`src/ccf_pkg.sv`:
```
// Constants for the CCD front end sample control block.
// Used by the top level, its assertions and the bench; no logic lives here.
package ccf_pkg;
	// Sample path and register port widths
	localparam int unsigned ADC_W      = 10;
	localparam int unsigned GAIN_W     = 10;
	localparam int unsigned BLK_W      = 4;
	localparam int unsigned REG_AW     = 3;
	localparam int unsigned REG_DW     = 12;

	// Register indices on the command port
	localparam logic [2:0] REG_CONFIG  = 3'h0;
	localparam logic [2:0] REG_GAIN    = 3'h1;
	localparam logic [2:0] REG_BLACK   = 3'h2;
	localparam logic [2:0] REG_POLAR   = 3'h3;

	// Field positions
	localparam int unsigned CFG_STANDBY_BIT = 0;
	localparam int unsigned CFG_DRIVE_BIT   = 8;
	localparam int unsigned POL_DUMMY_BIT   = 0;
	localparam int unsigned POL_BLACK_BIT   = 1;
	localparam int unsigned POL_STROBE_BIT  = 2;

	// Reset values
	localparam logic [GAIN_W-1:0] GAIN_RST  = 10'h080;
	localparam logic [BLK_W-1:0]  BLACK_RST = 4'h8;
	localparam logic [2:0]        POL_RST   = 3'h0;
	localparam logic              STANDBY_RST = 1'b0;
	localparam logic              DRIVE_RST   = 1'b0;

	// Gain law: each 128 codes doubles the gain, code 128 is unity
	localparam int unsigned GAIN_OCT_LSB  = 7;
	localparam logic [7:0]  GAIN_MANT_ONE = 8'h80;
	localparam int unsigned GAIN_NORM_SH  = 8;

	// Black pedestal is four output codes per step
	localparam int unsigned BLK_STEP_SH   = 2;

	// Output latency in master clock edges
	localparam int unsigned LAT_NORM      = 9;
	localparam int unsigned LAT_BLANK     = 11;
endpackage

```
`src/ccf_delay.sv`:
```
// Fixed-depth shift line with every stage exposed as a tap.
// Assumes one clock and an asynchronous active-low reset.
`timescale 1ns/1ps
`default_nettype none
module ccf_delay #(
	parameter int unsigned WIDTH = 11,
	parameter int unsigned DEPTH = 11
) (
	// Clock and reset
	input  wire logic                     clk,
	input  wire logic                     resetn,
	// Stream in
	input  wire logic [WIDTH-1:0]         din,
	// Stage k holds din from k+1 edges ago
	output logic      [DEPTH*WIDTH-1:0]   taps
);
	genvar g;
	generate
		for (g = 0; g < DEPTH; g++) begin : g_stage
			logic [WIDTH-1:0] stage_r;
			if (g == 0) begin : g_first
				always_ff @(posedge clk or negedge resetn) begin
					if (!resetn) begin
						stage_r <= '0;
					end else begin
						stage_r <= din;
					end
				end
			end else begin : g_rest
				always_ff @(posedge clk or negedge resetn) begin
					if (!resetn) begin
						stage_r <= '0;
					end else begin
						stage_r <= g_stage[g-1].stage_r;
					end
				end
			end
			assign taps[g*WIDTH +: WIDTH] = stage_r;
		end
	endgenerate
endmodule
`default_nettype wire

```
`src/ccf_frontend.sv`:
```
// CCD front end sample control: strobe polarity, reference and data
// hold, subtraction, gain, black calibration loop, preblanking and the
// output latency line. Sensor samples arrive as already digitised words;
// every pin input is synchronised before use.
//
// Functional notes
// Reset low restores all settings asynchronously
// Track reference during strobe, hold at end
// Track data, hold at end, subtract reference
// Strobe polarity selectable, default active low
// Host programs settings or pulses reset
// Dummy clamp only when clamp and reference
// Dummy clamp polarity selectable, default low
// Output word is ten bits, all codes
// Ten-bit gain code, linear in dB
// Gain code resets to 128, unity
// Black loop adjusts only during black pulse
// Effective pixels keep the calibrated black
// Four-bit black code, four LSBs per step
// Black code resets to 1000, 32 LSB
// Black pulse polarity selectable, default low
// Preblank low disconnects the sensor input
// Outputs zero from eleventh edge after preblank
// Preblank mode latency is eleven cycles
// Normal latency is nine cycles
// Host never pulses black clamp during preblank
// Preblank high normal, low zero output
// Output always timed by master clock
// Three polarity bits, zero means active low
// Resume output once latency line refills
`timescale 1ns/1ps
`default_nettype none
module ccf_frontend #(
	parameter int unsigned ADC_W  = ccf_pkg::ADC_W,
	parameter int unsigned GAIN_W = ccf_pkg::GAIN_W
) (
	// Clock and reset
	input  wire logic                      clk,
	input  wire logic                      resetn,
	// Register port
	input  wire logic [ccf_pkg::REG_AW-1:0] reg_addr,
	input  wire logic [ccf_pkg::REG_DW-1:0] reg_wdata,
	input  wire logic                      reg_wr,
	input  wire logic                      reg_rd,
	output logic      [ccf_pkg::REG_DW-1:0] reg_rdata,
	// Timing generator pins
	input  wire logic                      ref_sample_strobe,
	input  wire logic                      data_sample_strobe,
	input  wire logic                      dummy_clamp_pulse,
	input  wire logic                      black_clamp_pulse,
	input  wire logic                      preblank_n,
	// Digitised sensor level
	input  wire logic [ADC_W-1:0]          sensor_input,
	// Analog side controls
	output logic                           input_connect,
	output logic                           dummy_clamp_en,
	output logic                           black_loop_closed,
	output logic                           standby,
	output logic                           adc_drive_ext,
	// Sample output
	output logic      [ADC_W-1:0]          sample_out
);
	localparam int unsigned OFS_W = ADC_W + 2;
	localparam int unsigned LINE_W = ADC_W + 1;

	// Settings
	logic                  standby_r;
	logic                  drive_r;
	logic [GAIN_W-1:0]     gain_r;
	logic [ccf_pkg::BLK_W-1:0] black_r;
	logic [2:0]            pol_r;

	// Synchronisers: first stage feeds only the second
	logic [4:0]            pin_s1_r;
	logic [4:0]            pin_s2_r;
	logic [ADC_W-1:0]      sens_s1_r;
	logic [ADC_W-1:0]      sens_s2_r;

	// Sampling state
	logic                  ref_act_d_r;
	logic                  data_act_d_r;
	logic [ADC_W-1:0]      ref_hold_r;
	logic [ADC_W-1:0]      data_hold_r;
	logic [ADC_W-1:0]      ref_hold_nxt;
	logic [ADC_W-1:0]      data_hold_nxt;
	logic signed [OFS_W-1:0] blk_ofs_r;
	logic signed [OFS_W-1:0] blk_ofs_nxt;
	logic [ADC_W-1:0]      conv_r;
	logic                  blank_r;

	// Output stage
	logic                  input_connect_r;
	logic                  dummy_clamp_r;
	logic                  black_loop_r;
	logic [ADC_W-1:0]      sample_out_r;
	logic [ccf_pkg::REG_DW-1:0] rdata_r;

	// Register writes
	wire wr_config = reg_wr && (reg_addr == ccf_pkg::REG_CONFIG);
	wire wr_gain   = reg_wr && (reg_addr == ccf_pkg::REG_GAIN);
	wire wr_black  = reg_wr && (reg_addr == ccf_pkg::REG_BLACK);
	wire wr_polar  = reg_wr && (reg_addr == ccf_pkg::REG_POLAR);

	always_ff @(posedge clk or negedge resetn) begin
		if (!resetn) begin
			standby_r <= ccf_pkg::STANDBY_RST;
			drive_r   <= ccf_pkg::DRIVE_RST;
			gain_r    <= ccf_pkg::GAIN_RST;
			black_r   <= ccf_pkg::BLACK_RST;
			pol_r     <= ccf_pkg::POL_RST;
		end else begin
			if (wr_config) begin
				standby_r <= reg_wdata[ccf_pkg::CFG_STANDBY_BIT];
				drive_r   <= reg_wdata[ccf_pkg::CFG_DRIVE_BIT];
			end
			if (wr_gain) begin
				gain_r <= reg_wdata[GAIN_W-1:0];
			end
			if (wr_black) begin
				black_r <= reg_wdata[ccf_pkg::BLK_W-1:0];
			end
			if (wr_polar) begin
				pol_r <= reg_wdata[2:0];
			end
		end
	end

	// Register reads, answered in the next cycle; unmapped reads give zero
	logic [ccf_pkg::REG_DW-1:0] rd_mux;
	always_comb begin
		rd_mux = '0;
		if (reg_addr == ccf_pkg::REG_CONFIG) begin
			rd_mux[ccf_pkg::CFG_STANDBY_BIT] = standby_r;
			rd_mux[ccf_pkg::CFG_DRIVE_BIT]   = drive_r;
		end else if (reg_addr == ccf_pkg::REG_GAIN) begin
			rd_mux[GAIN_W-1:0] = gain_r;
		end else if (reg_addr == ccf_pkg::REG_BLACK) begin
			rd_mux[ccf_pkg::BLK_W-1:0] = black_r;
		end else if (reg_addr == ccf_pkg::REG_POLAR) begin
			rd_mux[2:0] = pol_r;
		end
	end

	always_ff @(posedge clk or negedge resetn) begin
		if (!resetn) begin
			rdata_r <= '0;
		end else if (reg_rd) begin
			rdata_r <= rd_mux;
		end else begin
			rdata_r <= '0;
		end
	end

	// Pin synchronisers
	wire [4:0] pins_raw = {preblank_n, black_clamp_pulse, dummy_clamp_pulse,
		data_sample_strobe, ref_sample_strobe};

	always_ff @(posedge clk or negedge resetn) begin
		if (!resetn) begin
			// Idle levels under the reset polarity, so no false strobe or blank follows reset
			pin_s1_r  <= '1;
			pin_s2_r  <= '1;
			sens_s1_r <= '0;
			sens_s2_r <= '0;
		end else begin
			pin_s1_r  <= pins_raw;
			pin_s2_r  <= pin_s1_r;
			sens_s1_r <= sensor_input;
			sens_s2_r <= sens_s1_r;
		end
	end

	// A polarity bit of one means the pin is active high
	wire ref_act   = pin_s2_r[0] ~^ pol_r[ccf_pkg::POL_STROBE_BIT];
	wire data_act  = pin_s2_r[1] ~^ pol_r[ccf_pkg::POL_STROBE_BIT];
	wire dummy_act = pin_s2_r[2] ~^ pol_r[ccf_pkg::POL_DUMMY_BIT];
	wire black_act = pin_s2_r[3] ~^ pol_r[ccf_pkg::POL_BLACK_BIT];
	wire blank     = ~pin_s2_r[4];

	// The data strobe's trailing edge marks the moment the data level is frozen
	wire data_trail = data_act_d_r && !data_act;

	// While blanked the sensor is cut off, so the holds keep their levels
	always_comb begin
		ref_hold_nxt  = ref_hold_r;
		data_hold_nxt = data_hold_r;
		if (!blank && ref_act) begin
			ref_hold_nxt = sens_s2_r;
		end
		if (!blank && data_act) begin
			data_hold_nxt = sens_s2_r;
		end
	end

	// The sensor swings below its reset level, so video is ref minus data
	wire signed [ADC_W:0] video_diff = $signed({1'b0, ref_hold_r}) - $signed({1'b0, data_hold_r});
	wire [ADC_W-1:0] video = video_diff[ADC_W] ? '0 : video_diff[ADC_W-1:0];

	// Gain: octave from the top code bits, straight-line mantissa between
	// octaves. This tracks dB linearly to within a fraction of a dB.
	localparam int unsigned OCT_W  = GAIN_W - ccf_pkg::GAIN_OCT_LSB;
	localparam int unsigned PROD_W = ADC_W + 8 + (1 << OCT_W) - 1;
	wire [OCT_W-1:0] gain_oct  = gain_r[GAIN_W-1:ccf_pkg::GAIN_OCT_LSB];
	wire [7:0]       gain_mant = ccf_pkg::GAIN_MANT_ONE
		| {1'b0, gain_r[ccf_pkg::GAIN_OCT_LSB-1:0]};
	// Widen both factors first; a self-sized product would wrap at ten bits
	wire [PROD_W-1:0] gain_prod = (PROD_W'(video) * PROD_W'(gain_mant)) << gain_oct;
	wire [PROD_W-1:0] gain_norm = gain_prod >> ccf_pkg::GAIN_NORM_SH;
	wire [OFS_W-1:0]  gained = (|gain_norm[PROD_W-1:ADC_W])
		? OFS_W'({ADC_W{1'b1}}) : OFS_W'(gain_norm[ADC_W-1:0]);

	// Black loop: the offset chases the black pixel level to zero
	wire signed [OFS_W-1:0] black_err = $signed(gained) - blk_ofs_r;
	wire [ADC_W-1:0] pedestal = ADC_W'({black_r, {ccf_pkg::BLK_STEP_SH{1'b0}}});

	always_comb begin
		blk_ofs_nxt = blk_ofs_r;
		if (black_act && !blank && data_trail) begin
			if (black_err > 0) begin
				blk_ofs_nxt = blk_ofs_r + OFS_W'(1);
			end else if (black_err < 0) begin
				blk_ofs_nxt = blk_ofs_r - OFS_W'(1);
			end
		end
	end

	// Effective pixels reuse the held offset untouched
	wire signed [OFS_W:0] level = $signed({black_err[OFS_W-1], black_err})
		+ $signed({2'b00, pedestal});
	wire [ADC_W-1:0] conv_nxt = level[OFS_W] ? '0
		: (|level[OFS_W-1:ADC_W]) ? {ADC_W{1'b1}} : level[ADC_W-1:0];

	always_ff @(posedge clk or negedge resetn) begin
		if (!resetn) begin
			ref_act_d_r  <= 1'b0;
			data_act_d_r <= 1'b0;
			ref_hold_r   <= '0;
			data_hold_r  <= '0;
			blk_ofs_r    <= '0;
			conv_r       <= '0;
			blank_r      <= 1'b0;
		end else begin
			ref_act_d_r  <= ref_act;
			data_act_d_r <= data_act;
			ref_hold_r   <= ref_hold_nxt;
			data_hold_r  <= data_hold_nxt;
			blk_ofs_r    <= blk_ofs_nxt;
			conv_r       <= conv_nxt;
			blank_r      <= blank;
		end
	end

	// Latency line carries each word with its blanking flag
	logic [ccf_pkg::LAT_BLANK*LINE_W-1:0] line_taps;

	ccf_delay #(
		.WIDTH (LINE_W),
		.DEPTH (ccf_pkg::LAT_BLANK)
	) u_line (
		.clk    (clk),
		.resetn (resetn),
		.din    ({blank_r, conv_r}),
		.taps   (line_taps)
	);

	wire [LINE_W-1:0] tap_norm  = line_taps[(ccf_pkg::LAT_NORM-1)*LINE_W +: LINE_W];
	wire [LINE_W-1:0] tap_blank = line_taps[(ccf_pkg::LAT_BLANK-1)*LINE_W +: LINE_W];
	wire blank_reached = tap_blank[ADC_W];
	wire [ADC_W-1:0] out_sel = blank_r ? tap_blank[ADC_W-1:0] : tap_norm[ADC_W-1:0];
	// The flag keeps zeros flowing until the line has refilled
	wire [ADC_W-1:0] out_nxt = blank_reached ? '0 : out_sel;

	// Outputs change only on clk edges, whatever drive mode is set
	always_ff @(posedge clk or negedge resetn) begin
		if (!resetn) begin
			sample_out_r    <= '0;
			input_connect_r <= 1'b0;
			dummy_clamp_r   <= 1'b0;
			black_loop_r    <= 1'b0;
		end else begin
			sample_out_r    <= out_nxt;
			input_connect_r <= !blank;
			dummy_clamp_r   <= dummy_act && ref_act;
			black_loop_r    <= black_act && !blank;
		end
	end

	assign reg_rdata         = rdata_r;
	assign sample_out        = sample_out_r;
	assign input_connect     = input_connect_r;
	assign dummy_clamp_en    = dummy_clamp_r;
	assign black_loop_closed = black_loop_r;
	assign standby           = standby_r;
	assign adc_drive_ext     = drive_r;
endmodule
`default_nettype wire

```
`config.mk`:
```
export PLATFORM = sky130hd
export DESIGN_NAME = ccf_frontend
export DESIGN_NICKNAME = d
export VERILOG_FILES = /design/src/ccf_pkg.sv /design/src/ccf_delay.sv /design/src/ccf_frontend.sv
export SDC_FILE = /design/constraint.sdc
export NUM_CORES = 1
export LEC_CHECK = 0
export BUFFER_PORTS_ARGS = -buffer_cell sky130_fd_sc_hd__buf_2
export CAP_MARGIN = 0
export CORE_ASPECT_RATIO = 1.5
export CORE_MARGIN = 5
export CORE_UTILIZATION = 60
export DETAILED_ROUTE_END_ITERATION = 12
export GPL_TIMING_DRIVEN = 1
export PLACE_DENSITY = 0.85
export SYNTH_ARGS = -nofsm -noshare
export SYNTH_HDL_FRONTEND = slang
export SYNTH_SLANG_ARGS = --single-unit
```
`constraint.sdc`:
```
create_clock -name clk -period 31.3 [get_ports clk]
set_input_delay 0 -clock clk [delete_from_list [all_inputs] [get_ports clk]]
set_output_delay 0 -clock clk [all_outputs]
set_load 0.1 [all_outputs]
```
==> results of run 1 <==
[layer usage]
metal / part of all wire / GRT usage / up-vias / routed length (um)
met1: 0.36 / 0.2952 / 4079 / 10540
li1: - / - / 3568 / -
met4: 0.060 / 0.1341 / 0 / 1735
met5: 0 / 0 / - / 0
met2: 0.53 / 0.4775 / 324 / 15330
met3: 0.050 / 0.04012 / 140 / 1467
[logic make-up after synthesis]
| group | synth area share |
|---|---|
| buf+inv | 0.04124 |
| xor+xnor | 0.03232 |
| mux | 0.06737 |
| flops | 0.4986 |
| simple gates | 0.1068 |
| compound gates | 0.09045 |
| other cells | 0.0003145 |
| fa+ha+maj | 0.1629 |
[state kept, by name, summed over array words and instances (netlist names)]
name / count
blk_ofs_r: 12
reg_rdata: 10
dummy_clamp_en: 1
black_loop_closed: 1
pin_s1_r: 5
conv_r: 10
gain_r: 10
black_r: 4
data_act_d_r: 1
sens_s2_r: 10
sens_s1_r: 10
pin_s2_r: 5
adc_drive_ext: 1
ref_hold_r: 10
pol_r: 3
u_line.g_stage.stage_r: 121
sample_out: 10
data_hold_r: 10
blank_r: 1
standby: 1
input_connect: 1
[cells in the final DEF, fill, tap and decap left out, drive strengths merged, types with 10 or more instances in the layout]
cell | synthesis | layout
and2 | 67 | 67
dlygate4sd3 | 0 | 30
nand2 | 44 | 44
a21o | 14 | 14
a21oi | 45 | 45
inv | 99 | 100
o211ai | 14 | 14
nor3 | 16 | 16
xnor2 | 25 | 25
dfrtp | 225 | 225
nor2 | 57 | 57
o21ai | 32 | 32
mux2 | 46 | 46
clkbuf | 22 | 32
buf | 6 | 58
mux2i | 24 | 24
dfstp | 12 | 12
fa | 52 | 52
nor2b | 12 | 12
ha | 72 | 72
nand2b | 10 | 10
xor2 | 19 | 19
[through the flow]
| step | area, um2 | worst slack [ps] | util |
|---|---|---|---|
| 6_report | 13440 | 17070 | 0.6821 |
| 5_1_grt | 13440 | 16470 | 0.6821 |
| 4_1_cts | 13440 | 17280 | 0.6821 |
| 3_5_place_dp | 12440 | 17560 | 0.6314 |
| 3_3_place_gp | 12440 | 17740 | 0.6314 |
| 2_1_floorplan | 11930 | 19800 | - |
[layout make-up]
cell class / count / area, um2
inverter: 100 / 375.4
multi-input combinational: 649 / 5490
sequential: 237 / 5946
tap: 260 / 325.3
clock buffer: 32 / 638.1
fill: 1314 / 6265
timing repair buffer: 88 / 605.6
clock inverter: 8 / 61.31
[tightest hold or removal path, cell delays in order]
cell and delay (ps):
buf_2 120, nand4b_1 220, mux2_2 190
[path summary, 6_finish.rpt]
| check | end | slack [ps] | from | cells past startpoint |
|---|---|---|---|---|
| worst max-delay path | blk_ofs_r[11] | 17070 | ref_hold_r[0] | 47 |
| worst min-delay path | pol_r[1] | 40 | reg_addr[2] | 3 |
| worst max register to register | blk_ofs_r[11] | 17070 | ref_hold_r[0] | 47 |
| worst min register to register | u_line.g_stage[1].stage_r[8] | 350 | u_line.g_stage[0].stage_r[8] | 0 |
| max in group asynchronous | reg_rdata[2] | 28940 | resetn | 4 |
| min in group asynchronous | data_hold_r[6] | 80 | resetn | 2 |
==> results.sh, run 1 <==
export IMPL_core_um2=19710
export IMPL_dpl_cell_count=1304
export IMPL_skew_ps=10.75
export IMPL_synth_area_per_cell_um2=11.77
export IMPL_synthTopCellsByArea="dfrtp_1 47%, fa_1 8.7%, ha_1 7.6%"
export IMPL_post_cts_buffers=0
export IMPL_yosys_area_top_type_share=0.4722
export IMPL_hp_class="in2reg"
export IMPL_initial_utilization=0.6051
export IMPL_slew_limit_headroom=0.1832
export IMPL_synth_seq_area_share=0.4986
export IMPL_rsz0062_at_grt="false"
export IMPL_start_kind="register"
export IMPL_yosysMostFrequentCell="dfrtp_1"
export IMPL_crit_buf_inv=4
export IMPL_cp_top_family="compound AO/OA/AOI/OAI gates"
export IMPL_drt_vias_per_instance=5.903
export IMPL_synth_edf_count=0
export IMPL_slowest_stage="a31oi_1"
export IMPL_antenna_found_initial=0
export IMPL_wire_per_inst_um=21.16
export IMPL_post_cts_resized=0
export IMPL_final_setup_tns_ps=0
export IMPL_antenna_left=0
export IMPL_drc=0
export IMPL_layout_nets=1256
export IMPL_clk_path_buf_depth=3
export IMPL_root_buffer="clkbuf_16"
export IMPL_die_area_um2=22850
export IMPL_yosys_warnings=0
export IMPL_ys_flop_type="dfrtp_1"
export IMPL_cpPeakStageDelay_ps=780
export IMPL_grt_pass1_vias=8946
export IMPL_clkLatencyLatePin_ps=530
export IMPL_rows=63
export IMPL_grt_usage=0.2616
export IMPL_critical_path_class="reg2reg"
export IMPL_synth_distinct_cells=61
export IMPL_critPathRequiredTime_ps=31710
export IMPL_dr_pass1_iters=10
export IMPL_cts_clk_slew_worst_paths_ps=70
export IMPL_gp_congestion=0.8878
export IMPL_vias=8111
export IMPL_end_kind="register"
export IMPL_synthCells=1013
export IMPL_fin_cells=1374
export IMPL_crit_path_max_fanout=11
export IMPL_tritoncts="done"
export IMPL_whs_ps=41.54
export IMPL_grt_max_degree=83
export IMPL_overflow=0
export IMPL_drt_first_iter_violations=639
export IMPL_synth_area_um2=11920
export IMPL_yosys_top_cells_count="225 x dfrtp_1, 99 x inv_1, 72 x ha_1"
export IMPL_insertedDiodeCount=0
export IMPL_min_period_ps=14230
export IMPL_cp_common_cell="fa_1"
export IMPL_arrival_ps=14640
export IMPL_drive_gt1_frac=0.1463
export IMPL_fmax_mhz=70.27
export IMPL_htreeDepth=1
export IMPL_cts_sinks=237
export IMPL_cts_buffers=22
export IMPL_io_pins=61
export IMPL_setup_viol=0
export IMPL_die_y_um=182.7
export IMPL_die_w_um=125.1
export IMPL_holdBufCountCts=30
export IMPL_yosysTopAreaCell="dfrtp_1"
export IMPL_max_slew_worst_pin_slew_ps=1221
export IMPL_maxCapViolCount=0
export IMPL_outcome="finished, final reports clean"
export IMPL_syn2layout_area_growth_pct=12.73
export IMPL_wirelength_mm=29.07
export IMPL_grt_pass1_wl_mm=47.23
export IMPL_ys_seq_elements=237
export IMPL_drv_slew=0
export IMPL_io_buffers=56
export IMPL_async_flop_share=1.000
export IMPL_place_hpwl_mm=18.97
export IMPL_hold_viol=0
export IMPL_period_share=0.4547
Power of run 1 is not shown: default switching activity piles up to over one toggle a cycle in this logic, so the estimate is an artifact.
==> run 2, diff against run 1 <==
--- a/config.mk
+++ b/config.mk
@@ -5,14 +5,15 @@
 export SDC_FILE = /design/constraint.sdc
 export NUM_CORES = 1
 export LEC_CHECK = 0
+export ABC_AREA = 1
 export BUFFER_PORTS_ARGS = -buffer_cell sky130_fd_sc_hd__buf_2
 export CAP_MARGIN = 0
 export CORE_ASPECT_RATIO = 1.5
 export CORE_MARGIN = 5
-export CORE_UTILIZATION = 60
+export CORE_UTILIZATION = 56
 export DETAILED_ROUTE_END_ITERATION = 12
 export GPL_TIMING_DRIVEN = 1
-export PLACE_DENSITY = 0.85
+export PLACE_DENSITY = 0.84
 export SYNTH_ARGS = -nofsm -noshare
 export SYNTH_HDL_FRONTEND = slang
 export SYNTH_SLANG_ARGS = --single-unit
==> constraint.sdc (replaced) <==
create_clock -name clk -period 12.5 [get_ports clk]
set_input_delay 0 -clock clk [delete_from_list [all_inputs] [get_ports clk]]
set_output_delay 0 -clock clk [all_outputs]
set_load 0.1 [all_outputs]
==> run 2 against run 1 <==
Net effect: hold slack better by 26 ps; highest routed layer is now met5; via count up 16%; global-route usage up 0.059 points; critical path depth up 4; synthesized cell count up 29%; core utilization down 3.5 points; cell area up 4.1%; count of clock-buffer cells in the layout down 4; largest cell class unchanged; setup slack worse by 15000 ps; non-clock buffer count up 7; final cell count up 23%; critical path type unchanged.
==> results.sh, run 2 <==
export IMPL_core_um2=21640
export IMPL_post_cts_buffers=0
export IMPL_gp_congestion=0.9573
export IMPL_yosys_top_cells_count="258 x nand2_1, 225 x dfrtp_1, 199 x inv_1"
export IMPL_rows=66
export IMPL_drt_first_iter_violations=818
export IMPL_clkLatencyLatePin_ps=530
export IMPL_drive_gt1_frac=0.1205
export IMPL_rsz0062_at_grt="false"
export IMPL_place_hpwl_mm=19.75
export IMPL_drv_slew=0
export IMPL_yosysMostFrequentCell="nand2_1"
export IMPL_initial_utilization=0.5681
export IMPL_clk_path_buf_depth=3
export IMPL_final_setup_tns_ps=0
export IMPL_largest_reg_flops=121
export IMPL_maxCapViolCount=0
export IMPL_slowest_stage="fa_1"
export IMPL_wire_per_inst_um=18.68
export IMPL_critical_path_class="reg2reg"
export IMPL_yosys_warnings=0
export IMPL_drc=0
export IMPL_hold_viol=0
export IMPL_r2r_cells=51
export IMPL_cts_clk_slew_worst_paths_ps=60
export IMPL_skew_ps=26.21
export IMPL_arrival_ps=10960
export IMPL_grt_pass1_vias=10062
export IMPL_fin_ws_ps=1948
export IMPL_tritoncts="done"
export IMPL_root_buffer="clkbuf_16"
export IMPL_fmax_mhz=94.77
export IMPL_slew_limit_headroom=0.3187
export IMPL_final_cell_mix="258 x nand2_1, 225 x dfrtp_1, 199 x inv_1"
export IMPL_wirelength_mm=31.60
export IMPL_synth_edf_count=0
export IMPL_die_w_um=131.0
export IMPL_pre_cts_ws_ps=2229
export IMPL_synth_area_um2=12290
export IMPL_cts_sinks=237
export IMPL_cp_common_cell="nand2_1"
export IMPL_largestRegisters="u_line.g_stage.stage_r x121, blk_ofs_r x12"
export IMPL_final_area_um2=13990
export IMPL_cpPeakStageDelay_ps=560
export IMPL_whs_ps=67.90
export IMPL_end_kind="register"
export IMPL_syn2layout_area_growth_pct=13.85
export IMPL_start_kind="register"
export IMPL_ff_latch_area_um2=5946
export IMPL_outcome="finished, final reports clean"
export IMPL_hp_class="in2async"
export IMPL_regToRegSetupSlack_ps=1950
export IMPL_grt_pass1_wl_mm=51.26
export IMPL_setup_viol=0
export IMPL_cp_top_family="adder cells"
export IMPL_grt_max_degree=98
export IMPL_largest_register="u_line.g_stage.stage_r"
export IMPL_dr_pass1_iters=6
export IMPL_crit_buf_inv=9
export IMPL_async_flop_share=1.000
export IMPL_insertedDiodeCount=0
export IMPL_crit_reg2reg_capture="blk_ofs_r[9]"
export IMPL_vias=9448
export IMPL_ys_seq_elements=237
export IMPL_cts_buffers=23
export IMPL_antenna_left=0
export IMPL_yosys_area_top_type_share=0.4581
export IMPL_timing_rr_start="ref_hold_r[0]"
export IMPL_overflow=0
export IMPL_place_area_um2=12830
export IMPL_final_common_cell="nand2_1"
export IMPL_drt_vias_per_instance=5.587
export IMPL_io_pins=61
export IMPL_critPathRequiredTime_ps=12910
export IMPL_fill_cells=1575
export IMPL_htreeDepth=1
export IMPL_die_y_um=191.4
export IMPL_min_period_ps=10550
export IMPL_synthTopCellsByArea="dfrtp_1 46%, fa_1 8.5%, nand2_1 7.9%"
export IMPL_antenna_found_initial=2
export IMPL_max_slew_worst_pin_slew_ps=1022
export IMPL_synth_area_per_cell_um2=9.440
export IMPL_layout_nets=1560
export IMPL_synthCells=1302
export IMPL_synth_distinct_cells=51
export IMPL_period_share=0.8442
export IMPL_yosysTopAreaCell="dfrtp_1"
export IMPL_io_buffers=56
export IMPL_ys_flop_type="dfrtp_1"
export IMPL_die_area_um2=25070
export IMPL_synth_seq_area_share=0.4838
export IMPL_grt_usage=0.2622
export IMPL_multiInputGateArea_um2=5435
export IMPL_crit_path_max_fanout=11
==> run 2: cell families after synthesis <==
family	synth area share
mux	0.002443
compound gates	0.06627
simple gates	0.1916
other cells	0.0003051
xor+xnor	0.02331
flops	0.4838
fa+ha+maj	0.1580
buf+inv	0.07431
==> run 2: worst max-delay path by stage <==
stage / startpoint / endpoint / slack [ps] / cells past startpoint
global placement: ref_hold_r[0] / blk_ofs_r[9] / 2410 / 46
CTS: ref_hold_r[0] / blk_ofs_r[9] / 2100 / 46
global route: data_hold_r[3] / blk_ofs_r[9] / 1050 / 46
finish: ref_hold_r[0] / blk_ofs_r[9] / 1950 / 51
detailed placement: ref_hold_r[0] / blk_ofs_r[9] / 2230 / 46
floorplan: ref_hold_r[0] / blk_ofs_r[9] / 3680 / 51
==> run 2: metal layers <==
layer | share of wire | track usage | up-vias
li1 | - | - | 4291
met1 | 0.35 | 0.2858 | 4495
met2 | 0.52 | 0.4710 | 481
met3 | 0.070 | 0.05200 | 177
met4 | 0.065 | 0.1366 | 4
met5 | 0.00085 | 0 | -
==> run 2: final cells by class <==
cell class	count	area share
well taps	272	0.02432
clock buffers	28	0.04462
flip-flops and latches	237	0.4249
clock inverters	14	0.01288
repair buffers	95	0.04811
inverters	210	0.05669
multi-input cells	835	0.3884
==> run 2: stage by stage <==
step | std cells | utilization
final | 1691 | 0.6467
after global routing | 1691 | 0.6467
after CTS | 1691 | 0.6467
after detailed placement | 1613 | 0.5929
after global placement | 1613 | 0.5929
after floorplan | 1303 | -
==> run 2: what timing repair did <==
item	4_1_cts	5_1_grt
gates resized for setup	0	0
hold buffers	36	0
endpoints found under the hold margin	138	0
Power of run 2 is left out for the same reason.
